**src/core/color_bytes_pkg.sv**
```systemverilog
// Purpose: constants for the test pattern color byte bank
// Assumes: 32-bit word-aligned slave; offsets are indexes times four
// Notes: none
package color_bytes_pkg;
   localparam int NUM_REGS = 9;
   localparam int NUM_BARS = 8;
   localparam int BYTE_W   = 8;
   localparam int ADDR_W   = 8;
   // register indexes as printed; byte address is index times four
   localparam logic [7:0] IDX_BAR0  = 8'h10;
   localparam logic [7:0] IDX_BAR1  = 8'h11;
   localparam logic [7:0] IDX_BAR2  = 8'h12;
   localparam logic [7:0] IDX_BAR3  = 8'h13;
   localparam logic [7:0] IDX_BAR4  = 8'h14;
   localparam logic [7:0] IDX_BAR5  = 8'h15;
   localparam logic [7:0] IDX_BAR6  = 8'h16;
   localparam logic [7:0] IDX_BAR7  = 8'h17;
   localparam logic [7:0] IDX_BYTE9 = 8'h18;
   // values after reset, first to ninth
   localparam logic [7:0] RST_BAR0  = 8'haa;
   localparam logic [7:0] RST_BAR1  = 8'h33;
   localparam logic [7:0] RST_BAR2  = 8'hf0;
   localparam logic [7:0] RST_BAR3  = 8'h7f;
   localparam logic [7:0] RST_BAR4  = 8'h55;
   localparam logic [7:0] RST_BAR5  = 8'hcc;
   localparam logic [7:0] RST_BAR6  = 8'h0f;
   localparam logic [7:0] RST_BAR7  = 8'h80;
   localparam logic [7:0] RST_BYTE9 = 8'h00;
   localparam logic [7:0] RST_VAL [NUM_REGS] = '{RST_BAR0, RST_BAR1,
      RST_BAR2, RST_BAR3, RST_BAR4, RST_BAR5, RST_BAR6, RST_BAR7,
      RST_BYTE9};
   // pattern modes seen by the generator
   typedef enum logic [1:0] {
      MODE_OFF   = 2'b00,
      MODE_BARS  = 2'b01,
      MODE_FIXED = 2'b10
   } pat_mode_t;
endpackage

```
**src/core/color_if.sv**
```systemverilog
// Purpose: carries the frame-sampled color bytes to the pattern selector
// Assumes: single clock
// Notes: none
`timescale 1ns/10ps
interface color_if;
   logic [7:0] snap [9];   // bytes as latched at frame start
   modport src (output snap);
   modport dst (input  snap);
endinterface

```
**src/core/pattern_sel.sv**
```systemverilog
// Purpose: picks the pattern byte from the frame-latched color bytes
// Assumes: bar_idx and fixed_idx come from the pattern timing logic
// Notes: ninth byte is reachable only in fixed mode
`timescale 1ns/10ps
module pattern_sel (
   // clock and reset
   input  wire logic                    clk,
   input  wire logic                    rst_n,
   // frame-latched bytes
   color_if.dst                         cin,
   // selection
   input  wire color_bytes_pkg::pat_mode_t mode,
   input  wire logic [2:0]              bar_idx,
   input  wire logic [3:0]              fixed_idx,
   // chosen byte
   output logic [7:0]                   pix_q
);
   import color_bytes_pkg::*;
   logic [7:0] bar_byte;
   logic [7:0] fix_byte;
   logic [7:0] pix_d;
   // bar index covers only the first eight bytes
   assign bar_byte = cin.snap[bar_idx];
   // fixed index 0..8 walks bytes in ascending order
   assign fix_byte = (fixed_idx < 4'(NUM_REGS)) ?
                     cin.snap[fixed_idx] : 8'h00;
   assign pix_d = (mode == MODE_BARS)  ? bar_byte :
                  (mode == MODE_FIXED) ? fix_byte : 8'h00;
   // register the output byte
   always_ff @(posedge clk) begin
      if (!rst_n) pix_q <= 8'h00;
      else        pix_q <= pix_d;
   end
endmodule // pattern_sel

```
**src/core/color_bytes_regs.sv**
```systemverilog
// Purpose: nine read/write color bytes feeding the test pattern generator
// Assumes: Avalon-MM slave, word address = byte address / 4
// Notes: bytes are copied to the generator at each frame start
//
// The Avalon-MM interface to the registers is this design's own decision.
`timescale 1ns/10ps
module color_bytes_regs (
   // clock and reset
   input  wire logic                       clk,
   input  wire logic                       rst_n,
   // avalon-mm slave
   input  wire logic [7:0]                 avs_address,
   input  wire logic                       avs_read,
   input  wire logic                       avs_write,
   input  wire logic [31:0]                avs_writedata,
   input  wire logic [3:0]                 avs_byteenable,
   output logic [31:0]                     avs_readdata,
   output logic                            avs_waitrequest,
   // pattern generator side
   input  wire logic                       frame_start,
   input  wire color_bytes_pkg::pat_mode_t mode,
   input  wire logic [2:0]                 bar_idx,
   input  wire logic [3:0]                 fixed_idx,
   output logic [7:0]                      pix_q
);
   import color_bytes_pkg::*;

   logic [7:0] regs_q [NUM_REGS];
   logic [7:0] wr_byte;
   logic [31:0] rdata_d;
   logic [31:0] rdata_q;
   logic        ack_q;
   logic        wait_q;
   logic        hit;
   logic [3:0]  sel;
   logic        req;
   color_if     cbus ();

   // word index decode; registers 0x10..0x18
   assign hit = (avs_address >= IDX_BAR0) && (avs_address <= IDX_BYTE9);
   assign sel = 4'(avs_address - IDX_BAR0);
   assign req = (avs_read || avs_write) && !ack_q;
   assign wr_byte = avs_writedata[7:0];
   // unmapped reads return zero, reserved upper bits read zero
   assign rdata_d = hit ? {24'h0, regs_q[sel]} : 32'h0;

   // one wait cycle then an acknowledge cycle
   always_ff @(posedge clk) begin
      if (!rst_n) ack_q <= 1'b0;
      else        ack_q <= req;
   end

   // waitrequest from its own flop, always the inverse of the ack flop
   always_ff @(posedge clk) begin
      if (!rst_n) wait_q <= 1'b1;
      else        wait_q <= !req;
   end
   assign avs_waitrequest = wait_q;

   // read data captured while waiting
   always_ff @(posedge clk) begin
      if (!rst_n) rdata_q <= 32'h0;
      else if (avs_read && !ack_q) rdata_q <= rdata_d;
   end
   assign avs_readdata = rdata_q;

   // register storage with per-register reset values
   genvar g;
   generate
      for (g = 0; g < NUM_REGS; g++) begin : g_reg
         always_ff @(posedge clk) begin
            if (!rst_n)
               regs_q[g] <= RST_VAL[g];
            else if (avs_write && ack_q && hit && sel == 4'(g)
                     && avs_byteenable[0])
               regs_q[g] <= wr_byte;
         end
         // frame-boundary copy for the generator
         always_ff @(posedge clk) begin
            if (!rst_n)
               cbus.snap[g] <= RST_VAL[g];
            else if (frame_start)
               cbus.snap[g] <= regs_q[g];
         end
      end
   endgenerate

   pattern_sel pattern_sel_i (
      .clk       (clk),
      .rst_n     (rst_n),
      .cin       (cbus),
      .mode      (mode),
      .bar_idx   (bar_idx),
      .fixed_idx (fixed_idx),
      .pix_q     (pix_q)
   );
endmodule // color_bytes_regs

```
**config.mk**
```make
export PLATFORM = sky130hd
export DESIGN_NAME = color_bytes_regs
export DESIGN_NICKNAME = d
export VERILOG_FILES = /design/src/core/color_bytes_pkg.sv /design/src/core/color_if.sv /design/src/core/pattern_sel.sv /design/src/core/color_bytes_regs.sv
export SDC_FILE = /design/constraint.sdc
export NUM_CORES = 1
export LEC_CHECK = 0
export ABC_AREA = 1
export BUFFER_PORTS_ARGS = -buffer_cell sky130_fd_sc_hd__buf_2
export CAP_MARGIN = 20
export CORE_MARGIN = 3
export CORE_UTILIZATION = 35
export CTS_CLUSTER_DIAMETER = 40
export DETAILED_ROUTE_END_ITERATION = 12
export SYNTH_ARGS = -nofsm -noshare
export SYNTH_HDL_FRONTEND = slang
export SYNTH_HIERARCHICAL = 1
export SYNTH_SLANG_ARGS = --single-unit
```
**constraint.sdc**
```tcl
create_clock -name clk -period 2 [get_ports clk]
set_input_delay 0.1 -clock clk [delete_from_list [all_inputs] [get_ports clk]]
set_output_delay 0.1 -clock clk [all_outputs]
set_load 0.05 [all_outputs]
```
==> metrics.md, run 1 <==
| Metric | Value |
|---|---|
| Fillers | `2394` |
| Critical path's largest stage delay | `between 300 and 400 ps` |
| WL final | `approximately 24 mm` |
| Final hold vios | `0` |
| Std cell rows | `55` |
| Routability cong. | `0.897` |
| R2r setup slk | `450 ps` |
| Min-Delay Path Depth | `6` |
| Worst-path maximum fanout | `8` |
| Sequential share of the synthesized area | `48.4%` |
| Via count | `7039` |
| Worst Hold Class | `primary input to flip-flop` |
| Place WS | `around 310 ps` |
| Routed WL per cell | `16.7 µm` |
| CP Launch Type | `flip-flop` |
| Largest net degree at the start of global routing | `between 70 and 80` |
| Worst endpoint required time | `2090 ps` |
| CP Cell Sequence | `nand2_1, inv_1, nand3_4, nor2_8, nand2_1, nand2_1` |
| Grt total ovfl | `0` |
| Total power | `7.85 mW` |
| Final Instance Area | `9160 µm²` |
| Unrepaired setup endpoints after global routing | `no` |
| Peak supply drop | `around 0.4 mV` |
| Max Fclk | `643 MHz` |
| Hold Crit Endpoint | `pattern_sel_i/pix_q[6]$_SDFF_PN0_` |
| Mapped cell area | `8180 µm²` |
| DRT iter0 DRCs | `728` |
| Initial antenna violation count | `0` |
| Core area | `approximately 23000 µm²` |
| CP top delay family | `simple AND/OR/NAND/NOR gates` |
| Post-synthesis cell type count | `30` |
| Final #Nets | `between 1000 and 1500` |
| Max-cap violations | `0` |
| GRT Overall Usage | `18.9%` |
| Clock root buffer | `clkbuf_16` |
| Vias in the first global route | `6326` |
| Final hold slack | `51.8 ps` |
| Dpl hpwl | `between 15 and 20 mm` |
| Ys Warns | `6` |
| HP Start | `fixed_idx[3]` |
| Syn avg cell area | `7.50 µm²` |
| Port Buf Inserts | `47` |
| Tcrit/Tclk final | `approximately 80%` |
| Worst Slack Setup Final | `roughly 450 ps` |
| Die area | `25300 µm²` |
| Layout cells sized above 1 | `between 10% and 20%` |
| Pwr/cell area | `~860 nW/µm²` |
| Area Overhead vs Synth | `11.9%` |
| DRC | `0` |
| Quantity of gates resized following cts | `0` |
| DRT Pass-1 Iters | `5` |
| First-pass GRT wire length | `about 37 mm` |
| Crit path kind | `flip-flop to flip-flop` |
| Post-DRT Antenna Nets | `0` |
| Pleak | `roughly 4 nW` |
| Fin. max-slew vios | `0` |
| Worst-path clk slew | `60 ps` |
| Reg-to-Reg End | `regs_q[4][0]$_SDFFCE_PN1P_` |
| Die Height | `159 µm` |
| Crit path capture type | `flip-flop` |
| Initial core utilization | `35.9%` |
| Clk buf depth | `2` |
| Post-Place Cell Area | `8560 µm²` |
| CP most frequent cell | `nand2_1` |
| Slowest-stage cell, CP | `dfxtp_1` |
| CTS tree | `built` |
| Final setup vio count | `0` |
| Crit path DAT | `around 1700 ps` |
| Reg2reg path depth | `6` |
| Clock sink total | `162` |
| Cells after Synth | `1091` |
| Post-route minimum period | `1550 ps` |
| Clk_skew | `between 8 and 9 ps` |
| Die W | `159 µm` |
| Antenna cells | `0` |
| Buf+Inv Stages, Crit Path | `1` |
| Ports | `99` |
| Seq cells post-synth | `162` |
| R2R Path Start | `ack_q$_SDFF_PN0_` |
| CTS Buf Count | `17` |
| Slew margin rel. | `57.3%` |
| Vias per cell | `4.87` |
| Outcome | `finished, final reports clean` |
| Fin Setup TNS | `0 ps` |
| Clk Latency, worst-skew pair | `430 ps` |
| Worst Max-Slew Pin Slew | `between 600 and 700 ps` |
| Number of H-tree levels | `4` |
[cell usage after synthesis]
library cell | instances | share of area [%]
a21oi_1 | 49 | 3.0
buf_1 | 4 | 0.18
buf_2 | 11 | 0.67
buf_4 | 29 | 2.7
buf_6 | 11 | 1.5
clkbuf_1 | 26 | 1.2
clkinv_1 | 8 | 0.37
conb_1 | 1 | 0.046
dfxtp_1 | 90 | 22
edfxtp_1 | 72 | 26
inv_1 | 79 | 3.6
inv_2 | 8 | 0.37
inv_4 | 3 | 0.23
nand2_1 | 307 | 14
nand2_2 | 2 | 0.15
nand2_4 | 1 | 0.14
nand3_1 | 103 | 6.3
nand3_2 | 4 | 0.49
nand3_4 | 1 | 0.21
nand4_1 | 2 | 0.15
nor2_1 | 167 | 7.7
nor2_2 | 4 | 0.31
nor2_4 | 3 | 0.41
nor2_8 | 2 | 0.49
nor3_1 | 2 | 0.12
nor3_2 | 4 | 0.49
nor4_1 | 1 | 0.076
o211ai_1 | 23 | 2.1
o21ai_0 | 57 | 3.5
o21ai_1 | 17 | 1.0
[per-stage QoR]
step	utilization, %	instances
2_1_floorplan	-	1114
3_3_place_gp	37.6	1412
3_5_place_dp	37.6	1412
4_1_cts	40.2	1446
5_1_grt	40.2	1446
6_report	40.2	1446
[layout by cell type, fill, tap and decap left out, types with 2 or more instances in the layout]
cell type      instances
nor3_1                 2
conb_1                24
nand3_1              103
clkbuf_16             17
inv_4                  3
nand2_1              307
buf_4                 17
inv_6                  3
o211ai_1              23
o21ai_1               17
clkinvlp_4             2
nor2_1               167
nor2_8                 2
buf_12                 2
nand3_2                4
nand4_1                2
clkinv_1               9
nor2_2                 4
dfxtp_1               90
dlygate4sd3_1          2
clkinv_2               3
edfxtp_1              72
clkbuf_8               2
a21oi_1               49
nor3_2                 4
bufinv_16              2
nor2_4                 3
inv_1                 79
nand2_2                2
buf_2                 47
o21ai_0               57
inv_2                  8
[worst max path at each step]
stage | from | slack (ps) | cells past startpoint | endpoint
after global routing | ack_q$_SDFF_PN0_ | 300 | 6 | regs_q[4][1]$_SDFFCE_PN0P_
after detailed placement | avs_address[0] | 310 | 6 | regs_q[7][3]$_SDFFCE_PN0P_
after global placement | avs_address[1] | 330 | 8 | regs_q[4][4]$_SDFFCE_PN1P_
after floorplan | avs_address[0] | 100 | 8 | regs_q[0][0]$_SDFFCE_PN0P_
after CTS | ack_q$_SDFF_PN0_ | 430 | 6 | regs_q[4][5]$_SDFFCE_PN0P_
final | ack_q$_SDFF_PN0_ | 450 | 6 | regs_q[4][0]$_SDFFCE_PN1P_
[cell families after synthesis]
| group | count (synthesis) | synth area share [%] |
|---|---|---|
| other | 1 | 0.0458 |
| AO/OA/AOI/OAI | 146 | 9.63 |
| AND/OR/NAND/NOR | 603 | 31.1 |
| flip-flops | 162 | 48.4 |
| buffers and inverters | 179 | 10.8 |
[flip-flops by register name, indices dropped and copies added, names as in the netlist]
name,cells
ack_q,1
avs_readdata,8
avs_waitrequest,1
cbus.snap,72
pattern_sel_i/pix_q,8
regs_q,72
[worst min-delay path, stage by stage]
cell and delay, ps:
buf_2 100, nand2_1 50, inv_1 40, nor2_1 30
nand2_1 60, a21oi_1 50
[final cells by class]
| cell class | count | area, µm² | area share, % |
|---|---|---|---|
| timing repair buffer | 68 | 423 | 4.62 |
| tap | 313 | 392 | 4.27 |
| inverter | 98 | 375 | 4.10 |
| sequential | 162 | 3960 | 43.3 |
| clock buffer | 20 | 457 | 4.98 |
| clock inverter | 12 | 129 | 1.41 |
| multi-input combinational | 773 | 3420 | 37.4 |
[metal layers]
metal  vias to the layer above  track usage, %  wire length [µm]  part of all wire, %
li1                       3523               -                 -                    -
met1                      3210            29.0             11700                   49
met2                       274            27.3             10200                   42
met3                        32            3.10              1690                  7.0
met4                         0            5.45               509                  2.1
met5                         -               0                 0                    0
[power breakdown]
part,switching [mW],internal (mW)
clock,1.36,1.91
sequential,0.0917,3.57
combinational,0.681,0.240
total,2.13,5.72
[what timing repair did]
item / in CTS / in global routing
buffers inserted: 0 / 0
hold buffers: 2 / 0
hold endpoints to repair: 2 / 0
Power figures use the tool's default switching activity.
==> inputs of run 2 (changes only) <==
clock period = 1.6 ns   (was 2 ns; I/O delays follow)
==> run 2 against run 1 <==
Effect of this change:
- worst setup slack lost 360 ps
- critical path depth up 1
- utilization grew 0.87 points
- final area grew 2.2%
- clock skew increased by 5.1 ps
- clock-buffer cell count shrank 2
==> metrics.md, run 2 (synthesis results as in run 1) <==
| Metric | Value |
|---|---|
| Die area | `25300 µm² (unchanged)` |
| Fin. max-slew vios | `0 (unchanged)` |
| Initial antenna violation count | `0 (unchanged)` |
| Worst Slack Setup Final | `81.7 ps (-364 ps)` |
| Pleak | `4.17 nW (+2.5%)` |
| CP Cell Sequence | `nand2_1, inv_1, nand3_4, nor2_8, nand2_4, o21ai_1, buf_4` |
| Core area | `22800 µm² (unchanged)` |
| Final hold vios | `0 (unchanged)` |
| GRT Overall Usage | `18.9% (+0.040 points)` |
| Number of H-tree levels | `4 (unchanged)` |
| Final #Nets | `1191 (+1.1%)` |
| Slew margin rel. | `66.2% (+8.9 points)` |
| Tcrit/Tclk final | `94.9% (+17 points)` |
| Via count | `7207 (+2.4%)` |
| Worst endpoint required time | `1750 ps (-340 ps)` |
| Critical path's largest stage delay | `340 ps (about the same)` |
| Worst-path clk slew | `70 ps (about the same)` |
| Pwr/cell area | `1090 nW/µm² (+28%)` |
| Initial core utilization | `35.9% (unchanged)` |
| DRC | `0 (unchanged)` |
| Vias per cell | `4.94 (+1.5%)` |
| DRT Pass-1 Iters | `6 (+1)` |
| Clock sink total | `162 (unchanged)` |
| Post-route minimum period | `1520 ps (-35.9 ps)` |
| Most common cell after layout, fill and taps aside | `nand2_1` |
| Grt total ovfl | `0 (unchanged)` |
| Vias in the first global route | `6593 (+4.2%)` |
| Max Fclk | `659 MHz (+2.4%)` |
| Clk buf depth | `2 (unchanged)` |
| Max-cap violations | `0 (unchanged)` |
| Port Buf Inserts | `47 (unchanged)` |
| Crit path capture type | `flip-flop` |
| WL final | `24.0 mm (-0.30%)` |
| Clock root buffer | `clkbuf_16` |
| Buf+Inv Stages, Crit Path | `2 (+1)` |
| Std cell rows | `55 (unchanged)` |
| Crit path DAT | `1670 ps (+20 ps)` |
| Worst-path maximum fanout | `8 (unchanged)` |
| Largest net degree at the start of global routing | `51 (-30%)` |
| Crit path kind | `flip-flop to flip-flop` |
| CP top delay family | `simple AND/OR/NAND/NOR gates` |
| Total power | `10.2 mW (+30%)` |
| R2r setup slk | `80 ps (-360 ps)` |
| Place WS | `-2.44 ps (-316 ps)` |
| Area Overhead vs Synth | `14.4%` |
| Post-DRT Antenna Nets | `0 (unchanged)` |
| Clk_skew | `13.8 ps (+5.08 ps)` |
| CTS tree | `built` |
| Top Registers | `cbus.snap: 72 flops, regs_q: 72 flops` |
| Outcome | `finished, final reports clean` |
| First-pass GRT wire length | `37.6 mm (+1.2%)` |
| Most frequent cells in the layout | `306 x nand2_1, 167 x nor2_1, 103 x nand3_1` |
| Worst Max-Slew Pin Slew | `504 ps (-136 ps)` |
| Routed WL per cell | `16.5 µm (-1.2%)` |
| Ports | `99 (unchanged)` |
| Die Height | `159 µm (unchanged)` |
| Worst Hold Class | `primary input to flip-flop` |
| DRT iter0 DRCs | `726 (-0.27%)` |
| Post-Place Cell Area | `8670 µm² (+1.3%)` |
| Unrepaired setup endpoints after global routing | `yes` |
| Routability cong. | `0.876 (-2.4%)` |
| Slowest-stage cell, CP | `dfxtp_2` |
| Final Instance Area | `9360 µm² (+2.2%)` |
| Clk Latency, worst-skew pair | `430 ps (about the same)` |
| Dpl hpwl | `17.3 mm (+1.2%)` |
| Antenna cells | `0 (unchanged)` |
| CP Launch Type | `flip-flop` |
| Final setup vio count | `0 (unchanged)` |
| Die W | `159 µm (unchanged)` |
| CTS Buf Count | `17 (unchanged)` |
| Peak supply drop | `0.637 mV (+56%)` |
| Layout cells sized above 1 | `12.5% (+1.2 points)` |
[run 2: cell count changes in the layout (fill, tap and decap cells not counted), moves of 2 or more]
cell,change
o21ai_1,+4
inv_8,+3
bufinv_16,+2
buf_4,+9
clkinv_2,-3
inv_6,+2
clkbuf_8,-2
buf_12,+3
o21ai_0,-4
[run 2: final cells by class]
cell class                 count  area, µm²
clock buffer                  18        429
clock inverter                14        214
fill                        2328      13400
inverter                      98        375
multi-input combinational    773       3420
sequential                   162       3970
tap                          313        392
timing repair buffer          81        561
[run 2: worst reg2reg max path: cells and delay by family (launching register included)]
kind	cells	cell delay, ps
simple gates	4	480
flops	1	340
compound gates	1	150
buf+inv	2	260
[run 2: path summary, 6_finish.rpt]
| kind | to | cells after the start | startpoint |
|---|---|---|---|
| worst max-delay path | regs_q[1][7]$_SDFFCE_PN0P_ | 7 | ack_q$_SDFF_PN0_ |
| worst max register to register | regs_q[1][7]$_SDFFCE_PN0P_ | 7 | ack_q$_SDFF_PN0_ |
| worst min-delay path | pattern_sel_i/pix_q[6]$_SDFF_PN0_ | 6 | fixed_idx[3] |
| worst min register to register | ack_q$_SDFF_PN0_ | 1 | ack_q$_SDFF_PN0_ |
[run 2: metal layers]
metal / vias up / share of wire, % / GRT usage [%]
met4: 0 / 2.6 / 5.77
li1: 3553 / - / -
met1: 3296 / 47 / 28.1
met5: - / 0 / 0
met2: 319 / 42 / 27.7
met3: 39 / 8.8 / 3.78
[run 2: power breakdown]
group          total (mW)  leakage, nW  switching (mW)  internal, mW
registers            4.58         1.38           0.112          4.46
clock network        4.48        0.312            1.81          2.67
logic                1.19         2.48           0.862         0.325
total                10.2         4.17            2.78          7.46
[run 2: timing repair]
| action | 4_1_cts | 5_1_grt |
|---|---|---|
| buffers inserted | 0 | 2 |
| setup endpoints to repair | 0 | 18 |
| hold endpoints to repair | 4 | 0 |
| hold buffers | 3 | 0 |
| gates resized for setup | 0 | 2 |
[run 2: stage by stage]
| step | cells | TNS, ps | hold WS, ps | utilization (%) |
|---|---|---|---|---|
| after CTS | 1457 | 0 | 11.2 | 41.0 |
| after detailed placement | 1422 | -17.8 | 385 | 38.1 |
| after global placement | 1422 | 0 | 384 | 38.1 |
| final | 1459 | 0 | 30.7 | 41.1 |
| after global routing | 1459 | -23.6 | 60.6 | 41.1 |
| after floorplan | 1114 | -1520 | 255 | - |
==> inputs of run 3 (changes only) <==
CTS_CLUSTER_DIAMETER = 150   (was 40)
RECOVER_POWER = 50   (was not set)
REMOVE_ABC_BUFFERS = 1   (was not set)
==> run 3 against run 2 <==
Effect of this change:
- flip-flop and latch count stayed put
- global-route usage shrank 0.23 points
- combinational power about the same
- largest power group unchanged
- highest routed layer unchanged
==> metrics.md, run 3 (synthesis results as in run 1) <==
| Metric | Value |
|---|---|
| Routed WL per cell | `16.5 µm (about the same)` |
| Reg2reg path depth | `7 (unchanged)` |
| Hold Crit Endpoint | `regs_q[3][7]$_SDFFCE_PN0P_` |
| Fin. max-slew vios | `0 (unchanged)` |
| Final hold vios | `0 (unchanged)` |
| Max Fclk | `658 MHz (about the same)` |
| Clock root buffer | `clkbuf_16` |
| Layout cells sized above 1 | `11.4% (-1.1 points)` |
| Post-route minimum period | `1520 ps (+1.48 ps)` |
| Largest net degree at the start of global routing | `73 (+43%)` |
| Routability cong. | `0.893 (+2.0%)` |
| Outcome | `finished, final reports clean` |
| Ports | `99 (unchanged)` |
| WL final | `24.1 mm (+0.18%)` |
| Post-DRT Antenna Nets | `0 (unchanged)` |
| Port Buf Inserts | `47 (unchanged)` |
| Via count | `7131 (-1.1%)` |
| Clk Latency, worst-skew pair | `430 ps (about the same)` |
| Grt total ovfl | `0 (unchanged)` |
| Most common cell after layout, fill and taps aside | `nand2_1` |
| HP Start | `avs_writedata[7]` |
| Number of H-tree levels | `4 (unchanged)` |
| Pleak | `4.07 nW (-2.3%)` |
| Crit path DAT | `1660 ps (about the same)` |
| Top Registers | `cbus.snap: 72 flops, regs_q: 72 flops` |
| Dpl hpwl | `17.5 mm (+0.93%)` |
| CTS Buf Count | `17 (unchanged)` |
| Clk buf depth | `2 (unchanged)` |
| Worst-path clk slew | `70 ps (about the same)` |
| Reg-to-Reg End | `regs_q[2][0]$_SDFFCE_PN0P_` |
| Clock sink total | `162 (unchanged)` |
| Final #Nets | `1194 (+0.25%)` |
| Core area | `22800 µm² (unchanged)` |
| Vias in the first global route | `6495 (-1.5%)` |
| CTS tree | `built` |
| Crit path capture type | `flip-flop` |
| Pwr/cell area | `1070 nW/µm² (-1.9%)` |
| Final setup vio count | `0 (unchanged)` |
| Clk_skew | `9.25 ps (-4.51 ps)` |
| CP Launch Type | `flip-flop` |
| Post-CTS Setup Inserts | `0 (unchanged)` |
| Area Overhead vs Synth | `13.5%` |
| Worst Hold Class | `primary input to flip-flop` |
| DRC | `0 (unchanged)` |
| DRT iter0 DRCs | `649 (-11%)` |
| Worst endpoint required time | `1740 ps (about the same)` |
| Antenna cells | `0 (unchanged)` |
| Fillers | `2319 (-0.39%)` |
| R2r setup slk | `80 ps (about the same)` |
| R2R Path Start | `ack_q$_SDFF_PN0_` |
| Unrepaired setup endpoints after global routing | `yes` |
| Initial antenna violation count | `0 (unchanged)` |
| First-pass GRT wire length | `36.8 mm (-2.0%)` |
| Die W | `159 µm (unchanged)` |
| Die Height | `159 µm (unchanged)` |
| Worst Max-Slew Pin Slew | `622 ps (+118 ps)` |
| DRT Pass-1 Iters | `6 (unchanged)` |
| Peak supply drop | `0.688 mV (+8.0%)` |
| Crit path kind | `flip-flop to flip-flop` |
| Final Instance Area | `9290 µm² (-0.75%)` |
| Min-Delay Path Depth | `3 (-3)` |
| Most frequent cells in the layout | `305 x nand2_1, 167 x nor2_1, 103 x nand3_1` |
| Final Util | `40.8% (-0.31 points)` |
| Worst-path maximum fanout | `8 (unchanged)` |
| GRT Overall Usage | `18.7% (-0.23 points)` |
| Tcrit/Tclk final | `95.0% (about the same)` |
| Die area | `25300 µm² (unchanged)` |
| Slew margin rel. | `58.7% (-7.5 points)` |
| Std cell rows | `55 (unchanged)` |
| Post-Place Cell Area | `8680 µm² (about the same)` |
| Vias per cell | `4.88 (-1.3%)` |
| Initial core utilization | `35.9% (unchanged)` |
| Max-cap violations | `0 (unchanged)` |
[run 3: layout make-up]
type                       instances  area, µm²  share of cell area (%)
sequential                       162       3970                    42.7
multi-input combinational        773       3430                    36.9
inverter                          98        375                    4.04
clock buffer                      17        425                    4.58
tap                              313        392                    4.22
clock inverter                    15        184                    1.98
timing repair buffer              84        522                    5.62
[run 3: worst max-delay path, stage by stage, from the launching register on]
cell and delay (ps):
dfxtp_2 330, nand2_1 50, inv_1 90, nand3_4 110, nor2_8 190, nand2_4 120, o21ai_0 160, buf_4 190
[run 3: how the worst max path moves through the flow]
| stage | startpoint | endpoint | slack, ps |
|---|---|---|---|
| 2_1_floorplan | ack_q$_SDFF_PN0_ | regs_q[2][0]$_SDFFCE_PN0P_ | -250 |
| 3_3_place_gp | avs_address[0] | regs_q[0][7]$_SDFFCE_PN1P_ | 40 |
| 3_5_place_dp | avs_address[0] | regs_q[0][3]$_SDFFCE_PN1P_ | 40 |
| 4_1_cts | ack_q$_SDFF_PN0_ | regs_q[0][3]$_SDFFCE_PN1P_ | 70 |
| 5_1_grt | ack_q$_SDFF_PN0_ | regs_q[2][0]$_SDFFCE_PN0P_ | -30 |
| 6_report | ack_q$_SDFF_PN0_ | regs_q[2][0]$_SDFFCE_PN0P_ | 80 |
[run 3: layer usage]
| layer | global-route usage [%] | vias to the layer above | wire length (µm) |
|---|---|---|---|
| li1 | - | 3561 | - |
| met4 | 5.57 | 0 | 471 |
| met2 | 28.4 | 300 | 10400 |
| met1 | 27.4 | 3237 | 11600 |
| met3 | 3.16 | 33 | 1600 |
| met5 | 0 | - | 0 |
[run 3: repair_timing]
action,4_1_cts,5_1_grt
hold buffers,2,0
gates resized for setup,0,4
endpoints found under the setup margin,0,57
endpoints found under the hold margin,2,0
[run 3: report_power, final]
part / switching (mW) / total, mW / internal, mW
combinational: 0.862 / 1.18 / 0.319
sequential: 0.115 / 4.58 / 4.46
clock: 1.74 / 4.21 / 2.47
total: 2.72 / 9.97 / 7.25
[run 3: through the flow]
| step | std cells | total power [mW] | hold slack, ps | setup TNS [ps] | setup slack [ps] |
|---|---|---|---|---|---|
| floorplan | 1033 | 5.33 | 164 | -6290 | -248 |
| global placement | 1428 | 5.82 | 380 | 0 | 41.4 |
| detailed placement | 1428 | 5.83 | 376 | 0 | 41.6 |
| CTS | 1462 | 9.98 | 33.3 | 0 | 72.9 |
| global route | 1462 | 10.3 | 48.6 | -438 | -25.2 |
| finish | 1462 | 9.97 | 37.6 | 0 | 80.2 |
